$ cat config.mk
export PLATFORM = sky130hd
export DESIGN_NAME = dcc_top
export DESIGN_NICKNAME = d
export VERILOG_FILES = /design/src/dcc_pkg.sv /design/src/dcc_cap_chan.sv /design/src/dcc_top.sv
export SDC_FILE = /design/constraint.sdc
export NUM_CORES = 1
export LEC_CHECK = 0
export ABC_AREA = 0
export BUFFER_PORTS_ARGS = -buffer_cell sky130_fd_sc_hd__buf_4
export CORE_MARGIN = 2
export CORE_UTILIZATION = 30
export CTS_CLUSTER_DIAMETER = 60
export DETAILED_ROUTE_END_ITERATION = 8
export PLACE_DENSITY = 0.5
export SLEW_MARGIN = 5
export SYNTH_ARGS = -nofsm -noshare
export SYNTH_HDL_FRONTEND = slang
export SYNTH_HIERARCHICAL = 1
export SYNTH_SLANG_ARGS = --single-unit
$ cat constraint.sdc
create_clock -name clk -period 3.5 [get_ports clk]
set_input_delay 0.35 -clock clk [delete_from_list [all_inputs] [get_ports clk]]
set_output_delay 0.35 -clock clk [all_outputs]
set_load 0.05 [all_outputs]
$ cat src/dcc_pkg.sv
// Constants and types for the six-source capture down-counter.
// Assumes one clock; register indices are word indices on AXI4-Lite.
package dcc_pkg;

	////////////////////////////////////////////////////////////////////
	// Bus widths and responses
	localparam int          ADDR_W      = 12;    // Byte address width
	localparam logic [1:0]  RESP_OKAY   = 2'h0;  // Normal answer
	localparam logic [1:0]  RESP_SLVERR = 2'h2;  // Unmapped address

	////////////////////////////////////////////////////////////////////
	// Register indices (byte address is four times the index)
	localparam logic [7:0] IDX_CTRL      = 8'hba; // Control
	localparam logic [7:0] IDX_RELOAD_LO = 8'hbb; // reload_value_low
	localparam logic [7:0] IDX_RELOAD_HI = 8'hbc; // reload_value_high
	localparam logic [7:0] IDX_COUNT_LO  = 8'hbd; // count_value_low
	localparam logic [7:0] IDX_COUNT_HI  = 8'hbe; // count_value_high
	localparam logic [7:0] IDX_CAP_EN    = 8'hbf; // capture_source_enable
	localparam logic [7:0] IDX_EDGE_PIN  = 8'hc2; // capture_edge_select_pins
	localparam logic [7:0] IDX_EDGE_CMP  = 8'hc3; // capture_edge_select_comparator
	localparam logic [7:0] IDX_CAP_IE    = 8'hc4; // capture_irq_enable
	localparam logic [7:0] IDX_CAP_STS   = 8'hc5; // capture_irq_status

	// Capture result indices, one per source
	localparam int         NUM_CAP = 6;
	localparam logic [7:0] CAP_LO_IDX [NUM_CAP] = '{8'hc6, 8'hca, 8'hcc, 8'hce, 8'hd1, 8'hd3};
	localparam logic [7:0] CAP_HI_IDX [NUM_CAP] = '{8'hc7, 8'hcb, 8'hcd, 8'hcf, 8'hd2, 8'hd4};

	////////////////////////////////////////////////////////////////////
	// Control register fields
	localparam int CTRL_RUN_BIT  = 0; // counter_run_enable
	localparam int CTRL_SEL_LSB  = 1; // tick_source_select[2:0]
	localparam int CTRL_IEN_BIT  = 4; // Counter interrupt enable
	localparam int CTRL_FLAG_BIT = 5; // counter_irq_flag

	// Reset value of every register
	localparam logic [7:0] RST_BYTE = 8'h00;

	////////////////////////////////////////////////////////////////////
	// Tick source codes and prescaler masks
	localparam logic [2:0] SEL_SYS     = 3'h0; // System clock
	localparam logic [2:0] SEL_BAD     = 3'h7; // Prohibited code
	localparam logic [9:0] MASK_DIV2   = 10'h001;
	localparam logic [9:0] MASK_DIV4   = 10'h003;
	localparam logic [9:0] MASK_DIV128 = 10'h07f;
	localparam logic [9:0] MASK_DIV256 = 10'h0ff;
	localparam logic [9:0] MASK_DIV512 = 10'h1ff;
	localparam logic [9:0] MASK_DIV1K  = 10'h3ff;

	// Edge selector codes; upper bit set means both edges
	localparam logic [1:0] EDGE_FALL = 2'h0;
	localparam logic [1:0] EDGE_RISE = 2'h1;
	localparam int         EDGE_BOTH_BIT = 1;

	////////////////////////////////////////////////////////////////////
	// Per-channel configuration
	typedef struct packed {
		logic       en;       // Source enable
		logic [1:0] edge_sel; // Edge selector
	} dcc_chan_cfg_t;

	// Per-channel bus write strobes
	typedef struct packed {
		logic       clr_sts;  // Status byte written with bit zero
		logic       wr_lo;    // Low result byte written
		logic       wr_hi;    // High result byte written
		logic [7:0] data;     // Write byte
	} dcc_chan_wr_t;

endpackage : dcc_pkg

$ cat src/dcc_cap_chan.sv
// One capture channel: edge detect, result latch and sticky status.
// Assumes the source input is synchronous to clk.
module dcc_cap_chan
	import dcc_pkg::*;
(
	// Clock and reset
	input  wire logic                   clk,
	input  wire logic                   reset,
	// Configuration and bus writes
	input  wire dcc_pkg::dcc_chan_cfg_t cfg,
	input  wire dcc_pkg::dcc_chan_wr_t  wr,
	// Source and live count
	input  wire logic                   src_in,
	input  wire logic [15:0]            count,
	// Results
	output logic [15:0]                 cap_r,
	output logic                        sts_r
);
	logic src_prev_r; // Source one cycle ago
	logic rise;       // Rising edge seen
	logic fall;       // Falling edge seen
	logic trig;       // Qualified capture event

	////////////////////////////////////////////////////////////////////
	// Edge detection and qualification
	assign rise = src_in & ~src_prev_r;
	assign fall = ~src_in & src_prev_r;
	always_comb begin
		if (!cfg.en) begin
			trig = 1'b0;
		end else if (cfg.edge_sel[EDGE_BOTH_BIT]) begin
			trig = rise | fall;
		end else if (cfg.edge_sel == EDGE_RISE) begin
			trig = rise;
		end else begin
			trig = fall;
		end
	end

	// Previous source level
	always_ff @(posedge clk or posedge reset) begin
		if (reset) begin
			src_prev_r <= 1'b0;
		end else begin
			src_prev_r <= src_in;
		end
	end

	// Result latch; a capture wins over a bus write
	always_ff @(posedge clk or posedge reset) begin
		if (reset) begin
			cap_r <= {RST_BYTE, RST_BYTE};
		end else if (trig) begin
			cap_r <= count;
		end else begin
			if (wr.wr_lo) cap_r[7:0] <= wr.data;
			if (wr.wr_hi) cap_r[15:8] <= wr.data;
		end
	end

	// Sticky status; set wins over a clear
	always_ff @(posedge clk or posedge reset) begin
		if (reset) begin
			sts_r <= 1'b0;
		end else if (trig) begin
			sts_r <= 1'b1;
		end else if (wr.clr_sts) begin
			sts_r <= 1'b0;
		end
	end

	////////////////////////////////////////////////////////////////////
	// Checks
	AST_CAP: assert property (@(posedge clk) disable iff (reset)
		trig |=> (cap_r == $past(count) && sts_r))
		else $error("capture did not latch count");
	AST_OFF: assert property (@(posedge clk) disable iff (reset)
		(!cfg.en && !sts_r) |=> !sts_r)
		else $error("disabled source set status");
	AST_HOLD: assert property (@(posedge clk) disable iff (reset)
		(sts_r && !wr.clr_sts) |=> sts_r)
		else $error("status lost without clear");
	AST_EDGE: assert property (@(posedge clk) disable iff (reset)
		(cfg.edge_sel == EDGE_RISE && fall) |-> !trig)
		else $error("rising mode fired on falling edge");

endmodule : dcc_cap_chan

$ cat src/dcc_top.sv
// Functional notes
// - Counter runs only while run bit set
// - Sixteen-bit reload value, two byte registers
// - Live count readable and writable bytewise
// - Six capture enables: pins, comparator up/down
// - Edge code: 00 fall, 01 rise, 1x both
// - Edge fields: pins register, comparator register
// - Six interrupt enables, capture enable order
// - Status set on capture; write zero clears
// - Six sixteen-bit capture results, read/write bytes
// - Decrement per tick; zero reloads, sets flag
// - Trigger latches count into firing source
// - Three-bit tick divider select; 111 prohibited
//
// Top of the six-source capture down-counter with AXI4-Lite slave.
// Assumes pins and comparator events are synchronous to clk.
module dcc_top
	import dcc_pkg::*;
(
	// Clock and reset
	input  wire logic                      clk,
	input  wire logic                      reset,
	// AXI4-Lite write address
	input  wire logic [dcc_pkg::ADDR_W-1:0] s_axi_awaddr,
	input  wire logic                      s_axi_awvalid,
	output logic                           s_axi_awready,
	// AXI4-Lite write data
	input  wire logic [31:0]               s_axi_wdata,
	input  wire logic [3:0]                s_axi_wstrb,
	input  wire logic                      s_axi_wvalid,
	output logic                           s_axi_wready,
	// AXI4-Lite write response
	output logic [1:0]                     s_axi_bresp,
	output logic                           s_axi_bvalid,
	input  wire logic                      s_axi_bready,
	// AXI4-Lite read
	input  wire logic [dcc_pkg::ADDR_W-1:0] s_axi_araddr,
	input  wire logic                      s_axi_arvalid,
	output logic                           s_axi_arready,
	output logic [31:0]                    s_axi_rdata,
	output logic [1:0]                     s_axi_rresp,
	output logic                           s_axi_rvalid,
	input  wire logic                      s_axi_rready,
	// Capture sources
	input  wire logic [3:0]                cap_pin_in,
	input  wire logic                      comparator_up_event,
	input  wire logic                      comparator_down_event,
	// Interrupt
	output logic                           irq
);
	////////////////////////////////////////////////////////////////////
	// Declarations
	logic        awready_r, wready_r;  // Channel readies
	logic        aw_held_r, w_held_r;  // Address and data latched
	logic [7:0]  wr_idx_r;             // Latched write index
	logic [7:0]  wbyte_r;              // Latched write byte
	logic        wstrb0_r;             // Low lane strobe
	logic        bvalid_r;             // Write answer pending
	logic [1:0]  bresp_r;              // Write answer code
	logic        arready_r, rvalid_r;  // Read handshake
	logic [31:0] rdata_r;              // Read data
	logic [1:0]  rresp_r;              // Read answer code
	logic        irq_r;                // Interrupt output
	logic        wr_go;                // Write performed this cycle
	logic        we;                   // Write hits low byte lane
	logic        wr_hit;               // Write index mapped
	logic        rd_hit;               // Read index mapped
	logic [7:0]  rd_byte;              // Read mux result
	logic [7:0]  rd_idx;               // Read index
	logic        run_r;                // counter_run_enable
	logic [2:0]  tick_sel_r;           // tick_source_select
	logic        cnt_ien_r;            // Counter interrupt enable
	logic        cnt_flag_r;           // counter_irq_flag
	logic [15:0] reload_r;             // Reload value
	logic [15:0] count_r;              // Live count
	logic [5:0]  cap_en_r;             // capture_source_enable
	logic [7:0]  edge_pin_r;           // Pin edge selectors
	logic [3:0]  edge_cmp_r;           // Comparator edge selectors
	logic [5:0]  cap_ie_r;             // capture_irq_enable
	logic [9:0]  pre_r;                // Prescaler
	logic [9:0]  pre_mask;             // Prescaler mask
	logic        tick;                 // Count tick
	logic        cnt_wr;               // Software writes count
	logic [5:0]  src;                  // Source vector
	logic [11:0] edge_all;             // All edge selectors
	logic [5:0]  cap_sts;              // Channel status bits
	logic [15:0] cap_val [NUM_CAP];    // Channel results

	////////////////////////////////////////////////////////////////////
	// Bus outputs come straight from flops
	assign s_axi_awready = awready_r;
	assign s_axi_wready  = wready_r;
	assign s_axi_bvalid  = bvalid_r;
	assign s_axi_bresp   = bresp_r;
	assign s_axi_arready = arready_r;
	assign s_axi_rvalid  = rvalid_r;
	assign s_axi_rdata   = rdata_r;
	assign s_axi_rresp   = rresp_r;
	assign irq           = irq_r;

	// Write performed once both halves are held
	assign wr_go = aw_held_r & w_held_r & ~bvalid_r;
	assign we    = wr_go & wstrb0_r;

	////////////////////////////////////////////////////////////////////
	// Write address channel
	always_ff @(posedge clk or posedge reset) begin
		if (reset) begin
			awready_r <= 1'b1;
			aw_held_r <= 1'b0;
			wr_idx_r  <= RST_BYTE;
		end else if (s_axi_awvalid && awready_r) begin
			awready_r <= 1'b0;
			aw_held_r <= 1'b1;
			wr_idx_r  <= s_axi_awaddr[9:2];
		end else if (wr_go) begin
			aw_held_r <= 1'b0;
		end else if (bvalid_r && s_axi_bready) begin
			awready_r <= 1'b1;
		end
	end

	// Write data channel
	always_ff @(posedge clk or posedge reset) begin
		if (reset) begin
			wready_r <= 1'b1;
			w_held_r <= 1'b0;
			wbyte_r  <= RST_BYTE;
			wstrb0_r <= 1'b0;
		end else if (s_axi_wvalid && wready_r) begin
			wready_r <= 1'b0;
			w_held_r <= 1'b1;
			wbyte_r  <= s_axi_wdata[7:0];
			wstrb0_r <= s_axi_wstrb[0];
		end else if (wr_go) begin
			w_held_r <= 1'b0;
		end else if (bvalid_r && s_axi_bready) begin
			wready_r <= 1'b1;
		end
	end

	// Write response
	always_ff @(posedge clk or posedge reset) begin
		if (reset) begin
			bvalid_r <= 1'b0;
			bresp_r  <= RESP_OKAY;
		end else if (wr_go) begin
			bvalid_r <= 1'b1;
			bresp_r  <= wr_hit ? RESP_OKAY : RESP_SLVERR;
		end else if (s_axi_bready) begin
			bvalid_r <= 1'b0;
		end
	end

	// Write index decode
	always_comb begin
		wr_hit = 1'b0;
		if (wr_idx_r == IDX_CTRL || wr_idx_r == IDX_RELOAD_LO) begin
			wr_hit = 1'b1;
		end else if (wr_idx_r == IDX_RELOAD_HI || wr_idx_r == IDX_COUNT_LO) begin
			wr_hit = 1'b1;
		end else if (wr_idx_r == IDX_COUNT_HI || wr_idx_r == IDX_CAP_EN) begin
			wr_hit = 1'b1;
		end else if (wr_idx_r == IDX_EDGE_PIN || wr_idx_r == IDX_EDGE_CMP) begin
			wr_hit = 1'b1;
		end else if (wr_idx_r == IDX_CAP_IE || wr_idx_r == IDX_CAP_STS) begin
			wr_hit = 1'b1;
		end
		for (int k = 0; k < NUM_CAP; k++) begin
			if (wr_idx_r == CAP_LO_IDX[k] || wr_idx_r == CAP_HI_IDX[k]) begin
				wr_hit = 1'b1;
			end
		end
	end

	////////////////////////////////////////////////////////////////////
	// Read channel
	assign rd_idx = s_axi_araddr[9:2];

	// Read mux over mapped indices; unmapped reads zero
	always_comb begin
		rd_hit  = 1'b1;
		rd_byte = RST_BYTE;
		if (rd_idx == IDX_CTRL) begin
			rd_byte = {2'h0, cnt_flag_r, cnt_ien_r, tick_sel_r, run_r};
		end else if (rd_idx == IDX_RELOAD_LO) begin
			rd_byte = reload_r[7:0];
		end else if (rd_idx == IDX_RELOAD_HI) begin
			rd_byte = reload_r[15:8];
		end else if (rd_idx == IDX_COUNT_LO) begin
			rd_byte = count_r[7:0];
		end else if (rd_idx == IDX_COUNT_HI) begin
			rd_byte = count_r[15:8];
		end else if (rd_idx == IDX_CAP_EN) begin
			rd_byte = {2'h0, cap_en_r};
		end else if (rd_idx == IDX_EDGE_PIN) begin
			rd_byte = edge_pin_r;
		end else if (rd_idx == IDX_EDGE_CMP) begin
			rd_byte = {4'h0, edge_cmp_r};
		end else if (rd_idx == IDX_CAP_IE) begin
			rd_byte = {2'h0, cap_ie_r};
		end else if (rd_idx == IDX_CAP_STS) begin
			rd_byte = {2'h0, cap_sts};
		end else begin
			rd_hit = 1'b0;
		end
		for (int k = 0; k < NUM_CAP; k++) begin
			if (rd_idx == CAP_LO_IDX[k]) begin
				rd_hit  = 1'b1;
				rd_byte = cap_val[k][7:0];
			end else if (rd_idx == CAP_HI_IDX[k]) begin
				rd_hit  = 1'b1;
				rd_byte = cap_val[k][15:8];
			end
		end
	end

	// Read handshake: answer one cycle after the address is taken
	always_ff @(posedge clk or posedge reset) begin
		if (reset) begin
			arready_r <= 1'b1;
			rvalid_r  <= 1'b0;
			rdata_r   <= 32'h0000_0000;
			rresp_r   <= RESP_OKAY;
		end else if (s_axi_arvalid && arready_r) begin
			arready_r <= 1'b0;
			rvalid_r  <= 1'b1;
			rdata_r   <= {24'h00_0000, rd_byte};
			rresp_r   <= rd_hit ? RESP_OKAY : RESP_SLVERR;
		end else if (rvalid_r && s_axi_rready) begin
			arready_r <= 1'b1;
			rvalid_r  <= 1'b0;
		end
	end

	////////////////////////////////////////////////////////////////////
	// Control register
	always_ff @(posedge clk or posedge reset) begin
		if (reset) begin
			run_r      <= 1'b0;
			tick_sel_r <= SEL_SYS;
			cnt_ien_r  <= 1'b0;
		end else if (we && wr_idx_r == IDX_CTRL) begin
			run_r      <= wbyte_r[CTRL_RUN_BIT];
			tick_sel_r <= wbyte_r[CTRL_SEL_LSB +: 3];
			cnt_ien_r  <= wbyte_r[CTRL_IEN_BIT];
		end
	end

	// Configuration registers
	always_ff @(posedge clk or posedge reset) begin
		if (reset) begin
			reload_r   <= {RST_BYTE, RST_BYTE};
			cap_en_r   <= 6'h00;
			edge_pin_r <= RST_BYTE;
			edge_cmp_r <= 4'h0;
			cap_ie_r   <= 6'h00;
		end else if (we) begin
			if (wr_idx_r == IDX_RELOAD_LO) begin
				reload_r[7:0] <= wbyte_r;
			end else if (wr_idx_r == IDX_RELOAD_HI) begin
				reload_r[15:8] <= wbyte_r;
			end else if (wr_idx_r == IDX_CAP_EN) begin
				cap_en_r <= wbyte_r[5:0];
			end else if (wr_idx_r == IDX_EDGE_PIN) begin
				edge_pin_r <= wbyte_r;
			end else if (wr_idx_r == IDX_EDGE_CMP) begin
				edge_cmp_r <= wbyte_r[3:0];
			end else if (wr_idx_r == IDX_CAP_IE) begin
				cap_ie_r <= wbyte_r[5:0];
			end
		end
	end

	////////////////////////////////////////////////////////////////////
	// Tick prescaler
	always_comb begin
		case (tick_sel_r)
			3'h1:    pre_mask = MASK_DIV2;
			3'h2:    pre_mask = MASK_DIV4;
			3'h3:    pre_mask = MASK_DIV128;
			3'h4:    pre_mask = MASK_DIV256;
			3'h5:    pre_mask = MASK_DIV512;
			default: pre_mask = MASK_DIV1K;
		endcase
	end

	// Prescaler runs only while the counter runs
	always_ff @(posedge clk or posedge reset) begin
		if (reset) begin
			pre_r <= 10'h000;
		end else if (run_r) begin
			pre_r <= pre_r + 10'h001;
		end else begin
			pre_r <= 10'h000;
		end
	end

	// Tick: every clock, divided, or never for the prohibited code
	always_comb begin
		if (tick_sel_r == SEL_BAD) begin
			tick = 1'b0;
		end else if (tick_sel_r == SEL_SYS) begin
			tick = 1'b1;
		end else begin
			tick = (pre_r & pre_mask) == pre_mask;
		end
	end

	////////////////////////////////////////////////////////////////////
	// Down-counter; a software write wins over a tick
	assign cnt_wr = we && (wr_idx_r == IDX_COUNT_LO || wr_idx_r == IDX_COUNT_HI);

	always_ff @(posedge clk or posedge reset) begin
		if (reset) begin
			count_r <= {RST_BYTE, RST_BYTE};
		end else if (cnt_wr) begin
			if (wr_idx_r == IDX_COUNT_LO) count_r[7:0] <= wbyte_r;
			else count_r[15:8] <= wbyte_r;
		end else if (run_r && tick) begin
			if (count_r == 16'h0000) count_r <= reload_r;
			else count_r <= count_r - 16'h0001;
		end
	end

	// Counter flag: set at reload, written zero clears, set wins
	always_ff @(posedge clk or posedge reset) begin
		if (reset) begin
			cnt_flag_r <= 1'b0;
		end else if (run_r && tick && !cnt_wr && count_r == 16'h0000) begin
			cnt_flag_r <= 1'b1;
		end else if (we && wr_idx_r == IDX_CTRL && !wbyte_r[CTRL_FLAG_BIT]) begin
			cnt_flag_r <= 1'b0;
		end
	end

	////////////////////////////////////////////////////////////////////
	// Capture channels
	assign src      = {comparator_down_event, comparator_up_event, cap_pin_in};
	assign edge_all = {edge_cmp_r, edge_pin_r};

	for (genvar i = 0; i < NUM_CAP; i++) begin : g_chan
		dcc_chan_cfg_t cfg; // Channel configuration
		dcc_chan_wr_t  wr;  // Channel write strobes

		assign cfg.en       = cap_en_r[i];
		assign cfg.edge_sel = edge_all[2*i +: 2];
		assign wr.clr_sts   = we && wr_idx_r == IDX_CAP_STS && !wbyte_r[i];
		assign wr.wr_lo     = we && wr_idx_r == CAP_LO_IDX[i];
		assign wr.wr_hi     = we && wr_idx_r == CAP_HI_IDX[i];
		assign wr.data      = wbyte_r;

		dcc_cap_chan u_chan (
			.clk    (clk),
			.reset  (reset),
			.cfg    (cfg),
			.wr     (wr),
			.src_in (src[i]),
			.count  (count_r),
			.cap_r  (cap_val[i]),
			.sts_r  (cap_sts[i])
		);
	end

	////////////////////////////////////////////////////////////////////
	// Interrupt output
	always_ff @(posedge clk or posedge reset) begin
		if (reset) begin
			irq_r <= 1'b0;
		end else begin
			irq_r <= (|(cap_sts & cap_ie_r)) | (cnt_flag_r & cnt_ien_r);
		end
	end

	////////////////////////////////////////////////////////////////////
	// Checks
	AST_STOP: assert property (@(posedge clk) disable iff (reset)
		(!run_r && !cnt_wr) |=> $stable(count_r))
		else $error("count moved while stopped");
	AST_RELOAD: assert property (@(posedge clk) disable iff (reset)
		(run_r && tick && !cnt_wr && count_r == 16'h0000)
		|=> (count_r == $past(reload_r) && cnt_flag_r))
		else $error("zero did not reload and flag");
	AST_DEC: assert property (@(posedge clk) disable iff (reset)
		(run_r && tick && !cnt_wr && count_r != 16'h0000)
		|=> count_r == $past(count_r) - 16'h0001)
		else $error("count did not decrement");
	AST_NOTICK: assert property (@(posedge clk) disable iff (reset)
		(tick_sel_r == SEL_BAD) |-> !tick)
		else $error("prohibited code ticked");
	AST_DIV2: assert property (@(posedge clk) disable iff (reset)
		(run_r && tick_sel_r == 3'h1 && tick) ##1 (tick_sel_r == 3'h1) |-> !tick)
		else $error("divide by two ticked twice in a row");
	AST_IRQ: assert property (@(posedge clk) disable iff (reset)
		(|(cap_sts & cap_ie_r)) |=> irq_r)
		else $error("enabled status raised no interrupt");
	AST_BRESP: assert property (@(posedge clk) disable iff (reset)
		wr_go |=> (bvalid_r && !aw_held_r && !w_held_r))
		else $error("write not answered next cycle");
	AST_RDATA: assert property (@(posedge clk) disable iff (reset)
		(s_axi_arvalid && arready_r) |=> (rvalid_r && !arready_r))
		else $error("read not answered next cycle");

endmodule : dcc_top

# Word-level counts from Yosys, hierarchy flattened
# Index checks and enable logic that the tools add are counted.
# totals
register_bits	217
out_inout_bits	42
inputBits	73
wordCells	374
# op_classes
n_bitwise	43
muxes	129
n_eq_ne	61
addsub	2
reduce_logical	88
# ops
op	count
equality test 8 bit (second input constant)	44
two-way mux 8 bit	33
two-way mux 16 bit	9
two-way mux 1 bit	80
nonzero test 2 bit	26
one-hot mux 10 bit (5 select lines)	1
logical AND 1 bit	30
two-way mux 6 bit	3
inverter 1 bit	18
AND 1 bit	16
zero test 16 bit	1
subtractor 16 x 1 -> 16 bit (second input constant)	1
equality test 2 x 1 -> 1 bit (second input constant)	6
logical OR 1 bit	12
adder 10 x 1 -> 10 bit (second input constant)	1
AND 10 bit	1
equality test 10 bit	1
two-way mux 10 bit	1
AND reduction 2 bit	5
equality test 3 bit (second input constant)	3
zero test 1 bit	7
bitwise OR 1 bit	7
AND reduction 7 bit	1
AND 6 bit	1
other kinds (11)	15

# Logic depth before layout (Yosys ltp)
# Gate-level depths: netlist (run 1).
# logic_depth
word_depth	24
mapped_depth	10
ltp_nobuf	8

# Modules after synthesis
# Netlist (run 1), hierarchy kept.
# modules_own_cells
mod	instances	area_each_um2	cells_per_inst
dcc_top	1	7724.9	852
dcc_cap_chan	6	957.2	63

# Least setup slack after synthesis (run 1)
# No wires, ideal clock.
# synth_timing
path_type	flip-flop to flip-flop
from	reg bvalid_r, in the netlist s_axi_bvalid
to	reg g_chan[0].u_chan.cap_r[8]
setup_time_ps	125
t_required_ps	3375
stages_incl_launch_ff	7
period_less_slack_ps	2399
slack_ps	1101
arrival_time_ps	2274
path_buffers	1
cell_sequence	dfrtp_1 > nand4b_4 > or3_1 > nor2_1 > clkbuf_1 > mux2_2 > mux2_2
# synth_lines
item	line_no	rtl
from (decl)	dcc_top.sv:58	logic bvalid_r;
from (signal assigned)	dcc_top.sv:145	bvalid_r <= 1'b0;
from (signal assigned)	dcc_top.sv:148	bvalid_r <= 1'b1;
from (signal assigned)	dcc_top.sv:151	bvalid_r <= 1'b0;
to (signal assigned)	dcc_cap_chan.sv:52	cap_r <= {RST_BYTE, RST_BYTE};
to (signal assigned)	dcc_cap_chan.sv:54	cap_r <= count;
to (signal assigned)	dcc_cap_chan.sv:57	if (wr.wr_hi) cap_r[15:8] <= wr.data;
to (decl)	dcc_cap_chan.sv:16	output logic [15:0] cap_r,

==> flow_metrics.env, run 1 <==
export IMPL_placementRows=77
export IMPL_p_leak_uw=0.007242
export IMPL_fin_cells=1921
export IMPL_drt_total_wl_mm=48.86
export IMPL_core_area_sq_um=44220
export IMPL_cts_buffers=29
export IMPL_crit_path_max_incr_delay_ps=600
export IMPL_drtPass1Iterations=5
export IMPL_grt_usage_pct=20.81
export IMPL_setup_ws_ps=853.4
export IMPL_ys_flop_type="dfrtp_1"
export IMPL_required_ps=3940
export IMPL_clk_path_buf_depth=3
export IMPL_via_count=10430
export IMPL_die_width_um=215.9
export IMPL_utilization_pct=35.24
export IMPL_layout_common_cells="dfrtp_1, mux2_2, buf_4, o21ai_0, nand2_1"
export IMPL_vdd_drop_max_uv=436.8
export IMPL_internal_power_uw=4901
export IMPL_grt_antenna_before_repair=0
export IMPL_timing_fmax_mhz=377.8
export IMPL_drcViolationCount=0
export IMPL_drive_gt1_share_pct=35.36
export IMPL_dpl_cell_count=1856
export IMPL_die_height_um=215.9
export IMPL_synthCells=1230
export IMPL_pre_cts_slack_ps=326.1
export IMPL_clock_latency_ps=570
export IMPL_fin_nets=1396
export IMPL_via_per_inst=5.429
export IMPL_setup_viol=0
export IMPL_yosysSeqAreaShare_pct=39.98
export IMPL_finalWeightedCongestion=0.9571
export IMPL_switchingPower_uw=2750
export IMPL_path_buf_inv=0
export IMPL_cp_slowest_cell="nor2_1"
export IMPL_p_seq_share_pct=42.2
export IMPL_synthArstFlopShare_pct=100.0
export IMPL_grt_pass1_vias=10520
export IMPL_drtAntennaViolNets=0
export IMPL_clockPowerShare_pct=38.6
export IMPL_finalSetupTns_ps=0
export IMPL_grt_start_max_net_pins=64
export IMPL_finalClockSkew_ps=25.46
export IMPL_final_common_cell="dfrtp_1"
export IMPL_max_slew_worst_pin_slew_ps=1186
export IMPL_ios=115
export IMPL_rsz0062_at_grt="no"
export IMPL_dr_first_iter_drc_count=887
export IMPL_synthesis_area_sq_um=13470
export IMPL_h_tree_depth=1
export IMPL_period_share_pct=75.62
export IMPL_ys_seq_elements=215
export IMPL_crit_path_cell_trace="or3_4, or3_1, nor2_1, mux2_2, mux2_4"
export IMPL_hold_viol=0
export IMPL_cts_setup_buffers=0
export IMPL_finalCriticalPeriod_ps=2647
export IMPL_yosysWarningCount=6
export IMPL_hold_ws_ps=21.59
export IMPL_slew_limit_headroom_pct=20.94
export IMPL_io_buffers=53
export IMPL_power_share_combinational_pct=19.2
export IMPL_worstSetupPathType="flop to flop"
export IMPL_wire_per_inst_um=25.43
export IMPL_dp_hpwl_mm=34.11
export IMPL_grt_overflow=0
export IMPL_status="complete, no violations"
export IMPL_p_sw_share_pct=35.94
export IMPL_worstPathMaxFanout=8
export IMPL_cp_top_family="simple AND/OR/NAND/NOR gates"
export IMPL_grt_pass1_wl_mm=71.79
export IMPL_initial_core_util_pct=30.46
export IMPL_start_kind="flop"
export IMPL_ys_types=90
export IMPL_synth_edff_count=0
export IMPL_diodes=0
export IMPL_end_kind="flop"
export IMPL_drv_slew=0
export IMPL_postSynthAreaPerCell_sq_um=10.95
export IMPL_hold_class="input port to flop"
export IMPL_clockRootBuffer="clkbuf_16"
export IMPL_powerDensity_nw_per_um2=491.0
export IMPL_arrival_ps=3090
export IMPL_area_growth_pct=15.70
export IMPL_cts_tree="yes"
export IMPL_clkSinkCount=215
export IMPL_drv_cap=0
export IMPL_dieArea_sq_um=46600
export IMPL_path_clk_slew_ps=60
==> layer usage <==
metal	track usage, %	routed length (um)	up-vias
met5	0	0	-
met4	7.494	2162	0
met3	3.481	2893	118
met2	33.86	22470	415
met1	27.83	21330	5263
li1	-	-	4633
==> power by group through the flow <==
| stage | sequential, uW | clock, uW | combinational [uW] |
|---|---|---|---|
| 6_report | 3230 | 2950 | 1470 |
| 5_1_grt | 3250 | 3110 | 1570 |
| 4_1_cts | 3220 | 3020 | 1470 |
| 3_5_place_dp | 3260 | 0 | 1460 |
| 3_3_place_gp | 3260 | 0 | 1440 |
| 2_1_floorplan | 3130 | 0 | 842 |
==> area by class of cell <==
cell class	count	area [sq um]
clock inverters	17	152.6
multi-input cells	902	7423
inverters	39	148.9
well taps	592	740.7
repair buffers	120	930.9
flip-flops and latches	215	5384
clock buffers	36	802.0
fillers	4432	28640
==> worst register-to-register path: stages (launching register included) <==
cell,delay [ps]
dfrtp_1,420
or3_4,430
or3_1,410
nor2_1,600
mux2_2,410
mux2_4,260
==> cells by family (layout without fill, tap and decap cells) <==
group / count (synthesis) / after routing / synth area share (%)
flip-flops: 215 / 215 / 39.98
other: 1 / 26 / 0.02784
adder cells (fa/ha/maj): 16 / 16 / 1.486
multiplexers: 295 / 295 / 26.34
XOR/XNOR: 19 / 19 / 1.236
buffers and inverters: 138 / 212 / 5.648
AO/OA/AOI/OAI: 253 / 253 / 13.29
AND/OR/NAND/NOR: 293 / 293 / 12.00
==> metrics by stage <==
step / instance area [sq um] / power (uW)
floorplan: 13560 / 3973
global placement: 14510 / 4699
detailed placement: 14510 / 4720
CTS: 15580 / 7714
global route: 15580 / 7941
finish: 15580 / 7651
==> final timing paths <==
path / cells after the start / from / to / slack, ps
setup / recovery: 5 / wr_idx_r[4] / g_chan[0].u_chan/cap_r[13] / 850
hold / removal: 2 / s_axi_wdata[3] / wbyte_r[3] / 20
setup reg to reg: 5 / wr_idx_r[4] / g_chan[0].u_chan/cap_r[13] / 850
hold reg to reg: 1 / pre_r[0] / pre_r[0] / 480
max in group asynchronous: 4 / reset / s_axi_arready / 2090
min in group asynchronous: 3 / reset / g_chan[2].u_chan/sts_r / 530
==> state kept, by name, indices dropped and copies added, names as in the netlist, 3 cells and up <==
| name | count |
|---|---|
| g_chan.u_chan/sts_r | 6 |
| reload_r | 16 |
| cap_ie_r | 6 |
| tick_sel_r | 3 |
| wbyte_r | 8 |
| pre_r | 10 |
| count_r | 16 |
| cap_en_r | 6 |
| g_chan.u_chan/cap_r | 96 |
| g_chan.u_chan/src_prev_r | 6 |
| edge_pin_r | 8 |
| wr_idx_r | 8 |
| edge_cmp_r | 4 |
| s_axi_rdata | 8 |
==> cell usage after synthesis, types with 6 or more instances <==
cell type / instances / area share (%)
nor2_1: 61 / 1.7
nand2b_1: 13 / 0.60
buf_2: 28 / 1.0
or3_1: 8 / 0.37
dfrtp_1: 212 / 39
buf_12: 6 / 0.89
o2bb2ai_1: 8 / 0.52
mux2_4: 67 / 7.5
nand4_1: 6 / 0.28
a221oi_1: 8 / 0.52
mux2i_1: 21 / 1.6
a22oi_1: 10 / 0.56
a21oi_1: 38 / 1.4
a2111oi_0: 7 / 0.46
nand2_1: 79 / 2.2
mux2_2: 207 / 17
a21o_1: 6 / 0.33
clkbuf_1: 33 / 0.92
nand4b_1: 6 / 0.39
xnor2_1: 15 / 0.98
nor2b_1: 15 / 0.70
o22ai_1: 18 / 0.84
and2_1: 17 / 0.79
o21ai_0: 84 / 3.1
nand3_1: 19 / 0.71
nor3_1: 21 / 0.78
buf_4: 27 / 1.5
o221ai_1: 6 / 0.39
ha_1: 16 / 1.5
o211ai_4: 6 / 0.95
inv_1: 39 / 1.1
==> timing repair <==
item                                   CTS  global route
hold buffers                            12             0
gates resized for setup                  0             0
endpoints found under the hold margin   30             0
Note: power is estimated with default switching activity, not from simulation.
==> run 2: changes to the inputs <==
clock period = 2.45 ns   (was 3.5 ns; I/O delays follow)
==> run 2 against run 1 <==
Compared with the run above: global-route usage is 1.2 points higher; hold slack better by 260 ps; combinational power is 53% higher; die area stayed put; power is 43% higher; count of clock-buffer cells in the layout is 1 higher; sequential cell count stayed put; critical endpoint is now count_r[1]; highest routed layer unchanged.
==> flow_metrics.env, run 2 (same netlist as run 1, synthesis figures left out) <==
export IMPL_grt_antenna_before_repair=1
export IMPL_dieArea_sq_um=46600
export IMPL_hold_ws_ps=280.8
export IMPL_layout_common_cells="dfrtp_1, mux2_2, buf_4, o21ai_0, nand2_1"
export IMPL_cts_tree="yes"
export IMPL_start_kind="flop"
export IMPL_crit_path_start="tick_sel_r[1]"
export IMPL_path_clk_slew_ps=60
export IMPL_p_leak_uw=0.007798
export IMPL_h_tree_depth=1
export IMPL_finalClockSkew_ps=20.24
export IMPL_utilization_pct=37.34
export IMPL_grt_start_max_net_pins=50
export IMPL_final_common_cell="dfrtp_1"
export IMPL_status="complete, no violations"
export IMPL_io_buffers=53
export IMPL_dp_hpwl_mm=37.00
export IMPL_worstSetupPathType="flop to flop"
export IMPL_finalWeightedCongestion=0.9900
export IMPL_clock_latency_ps=560
export IMPL_clk_path_buf_depth=3
export IMPL_arrival_ps=2750
export IMPL_required_ps=2890
export IMPL_max_slew_worst_pin_slew_ps=1182
export IMPL_drtPass1Iterations=7
export IMPL_worstPathMaxFanout=7
export IMPL_multi_input_area_sq_um=7442
export IMPL_dpl_cell_count=1953
export IMPL_fin_nets=1512
export IMPL_grt_pass1_wl_mm=75.82
export IMPL_drv_cap=0
export IMPL_end_kind="flop"
export IMPL_fin_cells=2035
export IMPL_grt_pass1_vias=11200
export IMPL_drcViolationCount=0
export IMPL_period_share_pct=94.21
export IMPL_cts_buffers=27
export IMPL_rsz0062_at_grt="no"
export IMPL_setup_viol=0
export IMPL_top_regs="g_chan.u_chan/cap_r: 96 flops, count_r: 16 flops, reload_r: 16 flops"
export IMPL_largest_reg_flops=96
export IMPL_die_height_um=215.9
export IMPL_core_area_sq_um=44220
export IMPL_clkSinkCount=215
export IMPL_placementRows=77
export IMPL_grt_overflow=0
export IMPL_ios=115
export IMPL_slew_limit_headroom_pct=21.20
export IMPL_clockRootBuffer="clkbuf_16"
export IMPL_initial_core_util_pct=30.46
export IMPL_setup_ws_ps=141.8
export IMPL_hold_viol=0
export IMPL_finalCriticalPeriod_ps=2308
export IMPL_dr_first_iter_drc_count=919
export IMPL_powerDensity_nw_per_um2=663.8
export IMPL_area_growth_pct=22.60
export IMPL_pre_cts_slack_ps=-144.3
export IMPL_diodes=0
export IMPL_regArea_sq_um=5385
export IMPL_drive_gt1_share_pct=39.22
export IMPL_via_per_inst=5.394
export IMPL_grt_usage_pct=22.04
export IMPL_die_width_um=215.9
export IMPL_drv_slew=0
export IMPL_r2r_start="tick_sel_r[1]"
export IMPL_top_register="g_chan.u_chan/cap_r"
export IMPL_nFillCells=4439
export IMPL_wire_per_inst_um=25.12
export IMPL_timing_fmax_mhz=433.2
export IMPL_via_count=10980
export IMPL_vdd_drop_max_uv=674.0
export IMPL_hold_class="input port to async pin"
export IMPL_drtAntennaViolNets=0
export IMPL_drt_total_wl_mm=51.11
==> run 2: cell types whose count changed in the layout (fill, tap and decap cells not counted), moves of 2 or more <==
| cell | change |
|---|---|
| buf_4 | +95 |
| dlygate4sd3_1 | +20 |
| buf_12 | +3 |
| clkbuf_1 | +3 |
| clkbuf_16 | -2 |
| clkinv_4 | -2 |
| inv_6 | -2 |
==> run 2: metrics by stage <==
stage	TNS, ps	instance area, sq um	total power, uW
floorplan	0	13570	5676
global placement	-152.3	15270	6908
detailed placement	-144.3	15270	6924
CTS	0	16480	11020
global route	0	16510	11410
finish	0	16510	10960
==> run 2: repair_timing <==
item	4_1_cts	5_1_grt
gates resized for setup	0	5
endpoints found under the setup margin	0	26
buffers inserted	0	1
hold buffers	32	0
hold endpoints to repair	111	0
==> run 2: cell type report <==
type	instances	area share [%]
tap	592	4.486
inverter	39	0.9093
multi-input combinational	902	45.07
clock inverter	12	0.7653
clock buffer	37	4.622
sequential	215	32.61
timing repair buffer	238	11.53
==> run 2: layer usage <==
| metal | vias up | track usage, % | wire (um) |
|---|---|---|---|
| met1 | 5551 | 29.91 | 22440 |
| li1 | 4868 | - | - |
| met3 | 112 | 4.073 | 3588 |
| met4 | 0 | 8.207 | 2001 |
| met2 | 446 | 34.90 | 23090 |
| met5 | - | 0 | 0 |
==> run 2: worst paths after layout <==
kind / end / slack, ps / cells past startpoint
max reg2reg: count_r[1] / 140 / 7
min: g_chan[3].u_chan/cap_r[3] / 280 / 3
min reg2reg: s_axi_rresp[1] / 480 / 1
min in group clk: g_chan[1].u_chan/src_prev_r / 360 / 2
max in group asynchronous: g_chan[5].u_chan/cap_r[0] / 1320 / 3
max: count_r[1] / 140 / 7
==> run 2: worst max-delay path: stages (launching register included) <==
cell and delay (ps):
dfrtp_1 380, inv_1 120, ha_1 330, o221ai_1 170
a2111oi_4 440, nand3_2 180, and2_4 250, mux2_4 310
==> run 2: power breakdown <==
group / internal, uW / total (uW) / switching, uW
clock network: 2390 / 4010 / 1620
logic: 880 / 2250 / 1370
registers: 3820 / 4700 / 881
total: 7090 / 11000 / 3870
==> run 3: changes to the inputs <==
ABC_AREA = 1   (was 0)
CAP_MARGIN = 20   (was unset)
==> run 3 against run 2 <==
Compared with the run above: sequential cell count unchanged; sequential power increased by 18%; setup slack improved by 92 ps; clock power increased by 10%; final cell count increased by 15%; non-clock buffer count decreased by 59; critical path depth increased by 2.
==> flow_metrics.env, run 3 <==
export IMPL_layout_common_cells="nand3_1, nand2_1, dfrtp_1, inv_1, buf_4"
export IMPL_r2r_cells=9
export IMPL_drv_slew=0
export IMPL_finalSetupTns_ps=0
export IMPL_start_kind="flop"
export IMPL_wire_per_inst_um=20.65
export IMPL_h_tree_depth=1
export IMPL_ys_flop_type="dfrtp_1"
export IMPL_setup_worst_path_end="count_r[13]"
export IMPL_drive_gt1_share_pct=14.52
export IMPL_synth_simple_gate_area_share_pct=34.48
export IMPL_via_count=12350
export IMPL_largest_reg_flops=96
export IMPL_timing_rr_end="count_r[13]"
export IMPL_synth_xor_area_share_pct=0.2777
export IMPL_finalWeightedCongestion=0.9395
export IMPL_synthAdderAreaFrac_pct=1.587
export IMPL_postSynthAreaPerCell_sq_um=7.697
export IMPL_path_clk_slew_ps=60
export IMPL_diodes=0
export IMPL_yosysWarningCount=6
export IMPL_powerDensity_nw_per_um2=1041
export IMPL_worstSetupPathType="flop to flop"
export IMPL_rsz0062_at_grt="no"
export IMPL_netlist_area_leader_share_pct=42.05
export IMPL_synth_area_leaders="dfrtp_1, nand3_1, nand2_1, inv_1, o21ai_0"
export IMPL_clockRootBuffer="clkbuf_16"
export IMPL_drtPass1Iterations=5
export IMPL_synthCells=1639
export IMPL_drtAntennaViolNets=0
export IMPL_top_register="g_chan.u_chan/cap_r"
export IMPL_cp_common_cell="o21ai_0"
export IMPL_cp_slowest_cell="dfrtp_1"
export IMPL_grt_pass1_vias=11840
export IMPL_ios=115
export IMPL_via_per_inst=5.268
export IMPL_period_share_pct=90.45
export IMPL_drv_cap=0
export IMPL_hold_viol=0
export IMPL_finalCriticalPeriod_ps=2216
export IMPL_ys_types=48
export IMPL_drcViolationCount=0
export IMPL_dpl_cell_count=2266
export IMPL_clkSinkCount=215
export IMPL_ys_seq_elements=215
export IMPL_synth_area_leader_cell="dfrtp_1"
export IMPL_grt_usage_pct=22.11
export IMPL_initial_core_util_pct=30.21
export IMPL_final_common_cell="nand3_1"
export IMPL_timing_fmax_mhz=451.3
export IMPL_area_growth_pct=20.91
export IMPL_synth_top_family_by_area="simple AND/OR/NAND/NOR gates"
export IMPL_vdd_drop_max_uv=791.6
export IMPL_grt_overflow=0
export IMPL_fin_total_pwr_uw=15880
export IMPL_grt_start_max_net_pins=108
export IMPL_hold_class="input port to flop"
export IMPL_fin_nets=1874
export IMPL_worstPathMaxFanout=12
export IMPL_cts_buffers=28
export IMPL_synth_edff_count=0
export IMPL_grt_antenna_before_repair=0
export IMPL_utilization_pct=36.53
export IMPL_r2r_slack_ps=230
export IMPL_top_regs="g_chan.u_chan/cap_r: 96 flops, count_r: 16 flops, reload_r: 16 flops"
export IMPL_synthesis_area_sq_um=12620
export IMPL_core_area_sq_um=41760
export IMPL_arrival_ps=2650
export IMPL_clk_path_buf_depth=3
export IMPL_end_kind="flop"
export IMPL_synthArstFlopShare_pct=100.0
export IMPL_synth_mux_area_share_pct=0.4364
export IMPL_r2r_start="count_r[8]"
export IMPL_required_ps=2890
export IMPL_io_buffers=53
export IMPL_fin_cells=2344
export IMPL_yosysSeqAreaShare_pct=42.68
export IMPL_die_width_um=209.1
export IMPL_drt_total_wl_mm=48.40
export IMPL_p_leak_uw=0.007383
export IMPL_nFillCells=4427
export IMPL_status="complete, no violations"
export IMPL_crit_path_max_incr_delay_ps=450
export IMPL_dr_first_iter_drc_count=1187
export IMPL_clock_latency_ps=560
export IMPL_dieArea_sq_um=43710
export IMPL_slew_limit_headroom_pct=42.47
export IMPL_crit_path_start="count_r[8]"
export IMPL_crit_path_cell_trace="nor2_1, nand3_1, nor4_2, nand2_2, buf_4, o21ai_0, a21oi_1, o21ai_0, o21ai_1"
export IMPL_setup_viol=0
export IMPL_cts_tree="yes"
export IMPL_finalClockSkew_ps=14.98
export IMPL_dp_hpwl_mm=33.86
export IMPL_synth_commonest_cells="nand3_1, nand2_1, dfrtp_1"
export IMPL_die_height_um=209.1
export IMPL_placementRows=75
export IMPL_max_slew_worst_pin_slew_ps=862.0
export IMPL_grt_pass1_wl_mm=72.97
export IMPL_yosysMostFrequentCell="nand3_1"
export IMPL_synth_compound_area_share_pct=10.32
run 3: cell families after synthesis:
group / after synthesis
AO/OA/AOI/OAI: 209
flip-flops: 215
adder cells (fa/ha/maj): 16
multiplexers: 5
XOR/XNOR: 4
other: 1
buffers and inverters: 266
AND/OR/NAND/NOR: 923
run 3: metrics by stage:
stage / hold WS (ps) / cell area [sq um] / worst slack, ps
after floorplan: 183.6 / 12710 / 180.9
after detailed placement: 375.8 / 13940 / -24.97
after CTS: 109.3 / 15200 / 160.3
final: 124.3 / 15250 / 233.9
after global placement: 373.8 / 13940 / -15.38
after global routing: 132.9 / 15250 / 73.93
run 3: worst max-delay path, delay by kind of cell, from the launching register on:
kind / cells / cell delay [ps]
AOI/OAI and AO/OA: 4 / 510
buffers and inverters: 1 / 220
DFF: 1 / 450
and+or+nand+nor: 4 / 900
run 3: routing by layer:
layer / wire [um] / track usage (%)
met5: 0 / 0
met4: 2484 / 10.52
met3: 3842 / 4.554
met2: 20650 / 32.79
met1: 21410 / 30.77
run 3: worst min path at each step:
stage,from,end,slack [ps],cells after the start
after floorplan,reset,g_chan[0].u_chan/cap_r[0],180,1
after global placement,cap_pin_in[0],g_chan[0].u_chan/src_prev_r,370,1
after detailed placement,cap_pin_in[0],g_chan[0].u_chan/src_prev_r,380,1
after CTS,s_axi_arvalid,s_axi_rvalid,110,4
after global routing,s_axi_arvalid,s_axi_rvalid,130,4
final,s_axi_arvalid,s_axi_rvalid,120,4
run 3: report_power, final:
part / internal [uW] / switching (uW) / total [uW]
clock network: 2750 / 1680 / 4430
registers: 4680 / 886 / 5560
logic: 1780 / 4100 / 5880
run 3: what timing repair did:
| action | 4_1_cts | 5_1_grt |
|---|---|---|
| hold buffers | 26 | 0 |
| endpoints found under the hold margin | 213 | 0 |
| endpoints found under the setup margin | 0 | 14 |
| setup buffers | 0 | 2 |
| resized for setup | 0 | 5 |
run 3: layout make-up:
| type | count | area, sq um | share of cell area (%) |
|---|---|---|---|
| clock buffer | 40 | 867.1 | 5.685 |
| sequential | 215 | 5384 | 35.30 |
| inverter | 178 | 671.9 | 4.405 |
| timing repair buffer | 179 | 1459 | 9.564 |
| multi-input combinational | 1183 | 6065 | 39.76 |
| clock inverter | 10 | 132.6 | 0.8695 |
| tap | 539 | 674.4 | 4.421 |
